$ cat src/pkg/ems_defs.vh
// Constants for the external memory strobe block.
// Assumes inclusion by bare name from the design files.
`ifndef EMS_DEFS_VH
`define EMS_DEFS_VH

`define EMS_ADDR_W        17
`define EMS_DATA_W        16
`define EMS_CS_W          4
`define EMS_PU_CTRL_BIT   0
`define EMS_PUR_PIN_BIT   8
`define EMS_PUR_W         16
// Last count of a strobe phase; the strobe stays low five cycles, long
// enough for read data to pass the three-flop pin synchroniser
`define EMS_STROBE_CYC    3'h4
`define EMS_CNT_W         3
// Chip select 0 mode encodings
`define EMS_CS0_PROG      1'b1
`define EMS_CS0_GP        1'b0

`endif

$ cat src/logic/ems_strobes.v
// External memory strobe engine: read, write and program-select pins.
// Assumes an internal master on ref_clk that holds its request until done.
`include "ems_defs.vh"
`default_nettype none

// How it works
// - Read strobe is low for the whole external read and high otherwise.
// - While read strobe is low all data pins are inputs, memory drives.
// - Read data is captured as the read strobe rises back high.
// - Address, selects and chip selects are valid while reading.
// - Write strobe goes low per write and data pins drive write data.
// - Address, selects and chip selects are valid while writing.
// - With drive control clear, strobes and program select float idle.
// - Program select goes low for each program memory access.
// - After reset chip select 0 acts as the program select.
// - Setting the control bit disables the strobe pin pull-ups.
// - Program select pin can be a general-purpose input or output.
// - In general-purpose mode clearing bit 8 drops its pull-up.
module ems_strobes #(
    parameter AW  = `EMS_ADDR_W,
    parameter DW  = `EMS_DATA_W,
    parameter CSW = `EMS_CS_W
) (
    input  wire              ref_clk,
    input  wire              rst,
    // Internal master request
    input  wire              req_valid,
    input  wire              req_write,
    input  wire              req_program,
    input  wire [AW-1:0]     req_addr,
    input  wire [DW-1:0]     req_wdata,
    input  wire [CSW-1:0]    req_chip_sel,
    output wire              req_ready,
    output reg               rsp_valid,
    output reg  [DW-1:0]     rsp_rdata,
    // Control bits
    input  wire              idle_drive_control,
    input  wire              cs0_mode,
    input  wire [`EMS_PUR_W-1:0] port_d_pullup_enable_reg,
    input  wire [7:0]        system_pullup_disable_reg,
    input  wire              gp_dir_out,
    input  wire              gp_out_value,
    output wire              gp_in_value,
    // Memory pins
    output reg  [AW-1:0]     address_lines,
    output reg               read_strobe_n,
    output wire              read_strobe_oe,
    output wire              read_strobe_pullup,
    output reg               write_strobe_n,
    output wire              write_strobe_oe,
    output wire              write_strobe_pullup,
    output wire              program_mem_select_out,
    output wire              program_mem_select_oe,
    output wire              program_mem_select_pullup,
    input  wire              program_mem_select_in,
    output reg               data_mem_select_n,
    output reg  [CSW-1:0]    chip_selects_n,
    input  wire [DW-1:0]     data_lines_in,
    output reg  [DW-1:0]     data_lines_out,
    output wire              data_lines_oe
);

    localparam ST_IDLE  = 2'h0;
    localparam ST_READ  = 2'h1;
    localparam ST_WRITE = 2'h2;
    localparam ST_END   = 2'h3;

    reg  [1:0]               state;
    reg  [1:0]               next_state;
    reg  [`EMS_CNT_W-1:0]    cnt;
    reg                      prog_sel_n;
    reg                      bus_active;
    reg                      cs0_prog;
    wire [DW-1:0]            data_sync;
    wire                     gp_sync;
    wire                     accept;
    wire                     strobe_phase;
    wire                     phase_done;

    ////////////////////////////////////////////////////////////////////////
    // Shared decoders: sequencer, counter and pin drivers use them, so one
    // definition keeps their views of the phase in step
    function is_strobe_state;
        input [1:0] st;
        begin
            is_strobe_state = (st == ST_READ) || (st == ST_WRITE);
        end
    endfunction

    function is_phase_done;
        input [`EMS_CNT_W-1:0] count;
        begin
            is_phase_done = (count == `EMS_STROBE_CYC);
        end
    endfunction

    // A pin floats when idle unless the drive control holds it
    function pin_drive;
        input drive_idle;
        input active;
        begin
            pin_drive = drive_idle | active;
        end
    endfunction

    // Accept and phase end, as seen by every process below
    assign accept       = (state == ST_IDLE) && req_valid;
    assign strobe_phase = is_strobe_state(state);
    assign phase_done   = strobe_phase && is_phase_done(cnt);

    ////////////////////////////////////////////////////////////////////////
    // Pin inputs cross into ref_clk through three flops
    ems_pin_sync #(.W(DW)) u_data_sync (
        .ref_clk  (ref_clk),
        .rst      (rst),
        .pin_in   (data_lines_in),
        .pin_sync (data_sync)
    );

    ems_pin_sync #(.W(1)) u_gp_sync (
        .ref_clk  (ref_clk),
        .rst      (rst),
        .pin_in   (program_mem_select_in),
        .pin_sync (gp_sync)
    );

    assign gp_in_value = gp_sync;

    ////////////////////////////////////////////////////////////////////////
    // Mode of chip select 0 is sampled after reset release, not in reset
    always @(posedge ref_clk or posedge rst) begin
        if (rst) begin
            cs0_prog <= `EMS_CS0_PROG;
        end else begin
            cs0_prog <= cs0_mode;
        end
    end

    ////////////////////////////////////////////////////////////////////////
    // New requests accepted only from idle, one cycle at a time
    assign req_ready = (state == ST_IDLE);

    // Transfer walk: the accept edge loads the qualifiers and drops one
    // strobe, which stays low for the counted phase; its rising edge
    // returns data and a one-cycle response, then an end cycle releases
    // the selects before the next accept
    // Strobe sequencer: one state per direction, so strobes never overlap
    always @* begin
        next_state = state;
        case (state)
            ST_IDLE: begin
                if (req_valid && req_write) begin
                    next_state = ST_WRITE;
                end else if (req_valid) begin
                    next_state = ST_READ;
                end
            end
            ST_READ: begin
                if (is_phase_done(cnt)) begin
                    next_state = ST_END;
                end
            end
            ST_WRITE: begin
                if (is_phase_done(cnt)) begin
                    next_state = ST_END;
                end
            end
            ST_END: begin
                next_state = ST_IDLE;
            end
            default: begin
                next_state = ST_IDLE;
            end
        endcase
    end

    ////////////////////////////////////////////////////////////////////////
    // State register
    always @(posedge ref_clk or posedge rst) begin
        if (rst) begin
            state <= ST_IDLE;
        end else begin
            state <= next_state;
        end
    end

    ////////////////////////////////////////////////////////////////////////
    // Phase counter restarts on accept and runs only while a strobe is low
    always @(posedge ref_clk or posedge rst) begin
        if (rst) begin
            cnt <= {`EMS_CNT_W{1'b0}};
        end else if (accept) begin
            cnt <= {`EMS_CNT_W{1'b0}};
        end else if (strobe_phase) begin
            cnt <= cnt + 1'b1;
        end
    end

    ////////////////////////////////////////////////////////////////////////
    // Strobes fall on accept and rise together when the phase is done;
    // only one of them ever falls, so the bus never has two directions
    always @(posedge ref_clk or posedge rst) begin
        if (rst) begin
            read_strobe_n  <= 1'b1;
            write_strobe_n <= 1'b1;
        end else if (accept) begin
            read_strobe_n  <= req_write;
            write_strobe_n <= ~req_write;
        end else if (phase_done) begin
            read_strobe_n  <= 1'b1;
            write_strobe_n <= 1'b1;
        end
    end

    ////////////////////////////////////////////////////////////////////////
    // Qualifiers load on accept, on the same edge the strobe falls, and are held
    // one cycle past the rising strobe for the memory's hold time
    always @(posedge ref_clk or posedge rst) begin
        if (rst) begin
            address_lines     <= {AW{1'b0}};
            chip_selects_n    <= {CSW{1'b1}};
            prog_sel_n        <= 1'b1;
            data_mem_select_n <= 1'b1;
        end else if (accept) begin
            address_lines     <= req_addr;
            chip_selects_n    <= ~req_chip_sel;
            prog_sel_n        <= ~req_program;
            data_mem_select_n <= req_program;
        end else if (state == ST_END) begin
            chip_selects_n    <= {CSW{1'b1}};
            prog_sel_n        <= 1'b1;
            data_mem_select_n <= 1'b1;
        end
    end

    ////////////////////////////////////////////////////////////////////////
    // Write data is loaded on accept and stands for the whole write
    always @(posedge ref_clk or posedge rst) begin
        if (rst) begin
            data_lines_out <= {DW{1'b0}};
        end else if (accept) begin
            data_lines_out <= req_wdata;
        end
    end

    ////////////////////////////////////////////////////////////////////////
    // Read data is taken as the read strobe rises; the strobe phase is
    // long enough for the bus to pass the three-flop synchroniser
    always @(posedge ref_clk or posedge rst) begin
        if (rst) begin
            rsp_valid <= 1'b0;
            rsp_rdata <= {DW{1'b0}};
        end else begin
            rsp_valid <= phase_done;
            if (phase_done && (state == ST_READ)) begin
                rsp_rdata <= data_sync;
            end
        end
    end

    ////////////////////////////////////////////////////////////////////////
    // Bus counts as active from accept until the selects are released
    always @(posedge ref_clk or posedge rst) begin
        if (rst) begin
            bus_active <= 1'b0;
        end else if (accept) begin
            bus_active <= 1'b1;
        end else if (state == ST_END) begin
            bus_active <= 1'b0;
        end
    end

    ////////////////////////////////////////////////////////////////////////
    // Data pins drive only during writes; reads and idle leave them input
    assign data_lines_oe = (state == ST_WRITE);

    // Idle float when drive control is clear; memory sees the pull-ups
    assign read_strobe_oe  =
        pin_drive(idle_drive_control, bus_active);
    assign write_strobe_oe =
        pin_drive(idle_drive_control, bus_active);

    // Pull-ups on strobes off when the control bit is set
    assign read_strobe_pullup  =
        ~system_pullup_disable_reg[`EMS_PU_CTRL_BIT];
    assign write_strobe_pullup =
        ~system_pullup_disable_reg[`EMS_PU_CTRL_BIT];

    ////////////////////////////////////////////////////////////////////////
    // Program select pin: memory select or general-purpose port pin
    assign program_mem_select_out = cs0_prog ? prog_sel_n
                                             : gp_out_value;
    assign program_mem_select_oe  = cs0_prog
        ? pin_drive(idle_drive_control, bus_active)
        : gp_dir_out;
    assign program_mem_select_pullup = cs0_prog ? 1'b1
        : port_d_pullup_enable_reg[`EMS_PUR_PIN_BIT];

endmodule // ems_strobes

`default_nettype wire

$ cat src/logic/ems_pin_sync.v
// Three-stage synchroniser for pin inputs that come from outside ref_clk.
// Assumes a single clock; output changes once stages two and three agree.
`default_nettype none

module ems_pin_sync #(
    parameter W = 16
) (
    input  wire         ref_clk,
    input  wire         rst,
    input  wire [W-1:0] pin_in,
    output reg  [W-1:0] pin_sync
);

    reg [W-1:0] stage1;
    reg [W-1:0] stage2;
    reg [W-1:0] stage3;

    ////////////////////////////////////////////////////////////////////////
    // Stage one is read only by stage two to contain metastability
    always @(posedge ref_clk or posedge rst) begin
        if (rst) begin
            stage1   <= {W{1'b0}};
            stage2   <= {W{1'b0}};
            stage3   <= {W{1'b0}};
            pin_sync <= {W{1'b0}};
        end else begin
            stage1 <= pin_in;
            stage2 <= stage1;
            stage3 <= stage2;
            // Per-bit update only where the late stages agree
            pin_sync <= (stage2 & stage3) | (pin_sync & (stage2 | stage3));
        end
    end

endmodule // ems_pin_sync

`default_nettype wire

$ cat config.mk
export PLATFORM = sky130hd
export DESIGN_NAME = ems_strobes
export DESIGN_NICKNAME = d
export VERILOG_FILES = /design/src/logic/ems_strobes.v /design/src/logic/ems_pin_sync.v
export VERILOG_INCLUDE_DIRS = /design/src /design/src/pkg
export SDC_FILE = /design/constraint.sdc
export NUM_CORES = 1
export LEC_CHECK = 0
export ABC_AREA = 1
export ABC_CLOCK_PERIOD_IN_PS = 6040
export BUFFER_PORTS_ARGS = -buffer_cell sky130_fd_sc_hd__buf_2
export CORE_ASPECT_RATIO = 2
export CORE_UTILIZATION = 30
export CTS_BUF_LIST = sky130_fd_sc_hd__clkbuf_4 sky130_fd_sc_hd__clkbuf_8 sky130_fd_sc_hd__clkbuf_16
export DETAILED_ROUTE_END_ITERATION = 12
export SLEW_MARGIN = 20
export SYNTH_ARGS = -nofsm -noshare
export SYNTH_HDL_FRONTEND = slang
export SYNTH_SLANG_ARGS = --single-unit
$ cat constraint.sdc
create_clock -name ref_clk -period 6.04 [get_ports ref_clk]
set_input_delay 0.302 -clock ref_clk [delete_from_list [all_inputs] [get_ports ref_clk]]
set_output_delay 0.302 -clock ref_clk [all_outputs]
set_load 0.03 [all_outputs]
==> results.cfg <==
[run_status]
status = finished, final reports clean

[yosys]
synth-warning-count = 0
yosysUniqueCellTypes = 20
ys_ff_latch = 133
syn_inst = 395
ys_seq_area_frac = 0.729
syn_area_per_cell_um2 = 11.6
syn-cell-area_um2 = 4580
synth_fp_nets = 489

[timing]
fmax_mhz = 531
finalMaxSlewViolations = 0
rsz0062_at_grt = no
min_period_ns = 1.88
setup_viol = 0
worstMarginPinSlew_ns = 0.736
finClkSkew_ns = 0.00790
max_slew_margin = 0.509
finalSetupTns_ns = 0
hold_viol = 0
fin_crit_sh = 0.312

[floorplan]
dieHeight_um = 177
initial_utilization = 0.307
core-area_um2 = 14900
dieArea_um2 = 15800
die_x_um = 89.4
ios = 154
rows = 63

[routing]
drtAntennaViolNets = 0
dr.first_iter.drc_count = 91
route.detailed.drc = 0
post_drt_wl_per_cell_um = 12.5
dr.pass1.iters = 4
vias_per_cell = 4.18
num_vias = 3194
routed_wl_um = 9540

[grt]
grt_pass1_vias = 3305
grtUsageTotal = 0.135
grt_max_degree = 86
grt_pass1_wl_um = 15800
grt-ovfl-total = 0
antenna_found_initial = 0

[finish]
layout_common_cells = nand2_1, buf_2, dfrtp_1
fin_area_um2 = 6240
syn_to_final_growth_pct = 36.3
nets = 650
final_common_cell = nand2_1
drive_above_1_share = 0.322
diodes = 0

[placed_design]
placed_area_um2 = 5420
io_buffer_count = 131
globalplace.congestion = 0.727
hpwl_um = 6590

[worst_setup_path]
critical-path-max-stage-delay_ns = 0.53
critPathTopFamily = buffers and inverters
worstPathCellList = inv_1 > ha_1 > nand2_1 > buf_4 > inv_2 > nand2_1 > nand2_1 > nand2_1
crit_slowest_cell = inv_2
critPathRequiredTime_ns = 6.38
crit_buf_inv = 3
cpMostUsedCell = nand2_1
arrival_ns = 2.22
critPathMaxFanout = 39
startpoint_type = register
endpoint_kind = register
path_class = reg2reg

[clock_network]
cts_tree = yes
clock_latency_ns = 0.41
cts_num_sinks = 133
clockBufferDepth = 2
clock-root-buffer = clkbuf_16
cts_setup_buffers = 0
numCtsBuffers = 17
h-tree-depth = 4
clk_pin_slew_ns = 0.06

[power]
power.leakage_nw = 3.27
peakVddDrop_uv = 254
p_per_area_nw_per_um2 = 525

[job]
drv_cap = 0

[worst_hold_path]
min_path_type = in2async
## worst register-to-register path: cells and delay by family, from the launching register on
kind	cells	cell delay [ns]
buffers and inverters	3	0.91
flip-flops	1	0.41
AND/OR/NAND/NOR	4	0.31
adder cells (fa/ha/maj)	1	0.18
## synth_stat cells
cell | number | area, um2
ha_1 | 7 | 87.6
inv_1 | 14 | 52.6
or2_2 | 2 | 12.5
nand3_1 | 5 | 25.0
nor2_1 | 12 | 45.0
o21ai_0 | 3 | 15.0
buf_4 | 4 | 30.0
buf_6 | 2 | 22.5
maj3_1 | 17 | 170
nor2_4 | 1 | 11.3
buf_2 | 5 | 25.0
clkbuf_1 | 1 | 3.75
nand2_1 | 178 | 668
dfstp_2 | 9 | 236
nand2_4 | 1 | 11.3
dfrtp_1 | 124 | 3100
nand3_4 | 1 | 17.5
nand2_2 | 1 | 6.26
inv_2 | 2 | 7.51
a21oi_1 | 6 | 30.0
## power breakdown
| part | internal, mW | total, mW | switching, mW |
|---|---|---|---|
| clock network | 0.664 | 1.05 | 0.383 |
| logic | 0.286 | 0.995 | 0.710 |
| registers | 1.12 | 1.23 | 0.114 |
## sequential cells by signal, summed over array words and instances, names as in the netlist, 2 cells and up
signal and count:
address_lines 17, chip_selects_n 4, cnt 3, data_lines_out 16, rsp_rdata 16, state 2, u_data_sync.pin_sync 16, u_data_sync.stage1 16
u_data_sync.stage2 16, u_data_sync.stage3 16
## layer usage
metal / vias to the layer above / global-route usage / wire length, um
met5: - / 0 / 0
met4: 0 / 0.0813 / 313
met3: 20 / 0.0378 / 419
met2: 110 / 0.226 / 5090
met1: 1528 / 0.146 / 3720
li1: 1536 / - / -
## final cells by class
| cell class | count | area, um2 |
|---|---|---|
| tap | 195 | 244 |
| clock inverter | 14 | 175 |
| timing repair buffer | 154 | 881 |
| inverter | 16 | 65.1 |
| fill | 1437 | 8650 |
| clock buffer | 18 | 439 |
| multi-input combinational | 234 | 1100 |
| sequential | 133 | 3340 |
## path summary, 6_finish.rpt
path,from,endpoint,slack [ns],cells past startpoint
setup reg to reg,state[0],write_strobe_n,4.16,8
hold reg to reg,u_data_sync.stage1[11],u_data_sync.stage2[11],0.35,0
setup / recovery,state[0],write_strobe_n,4.16,8
hold / removal,rst,address_lines[3],0.02,2
max in group asynchronous,rst,u_data_sync.stage2[1],4.86,3
min in group ref_clk,req_chip_sel[0],chip_selects_n[0],0.03,2
## logic make-up after synthesis
kind of cell,after synthesis,share of synthesized area
fa+ha+maj,24,0.0563
buf+inv,28,0.0309
simple gates,201,0.174
flops,133,0.729
compound gates,9,0.00983
## metrics by stage
| step | setup WS [ns] | util | power (mW) | instances | hold WS, ns |
|---|---|---|---|---|---|
| detailed placement | 4.13 | 0.364 | 2.24 | 711 | 0.335 |
| finish | 4.16 | 0.419 | 3.28 | 764 | 0.0192 |
| global placement | 4.20 | 0.364 | 2.21 | 711 | 0.332 |
| floorplan | 2.20 | - | 1.95 | 395 | 0.306 |
| global route | 3.97 | 0.419 | 3.48 | 764 | 0.0175 |
| CTS | 4.12 | 0.419 | 3.33 | 764 | 0.00130 |
## what timing repair did
item / 4_1_cts / 5_1_grt
gates resized for setup: 0 / 0
hold endpoints to repair: 21 / 0
hold buffers: 21 / 0
Power figures use the tool's default switching activity.
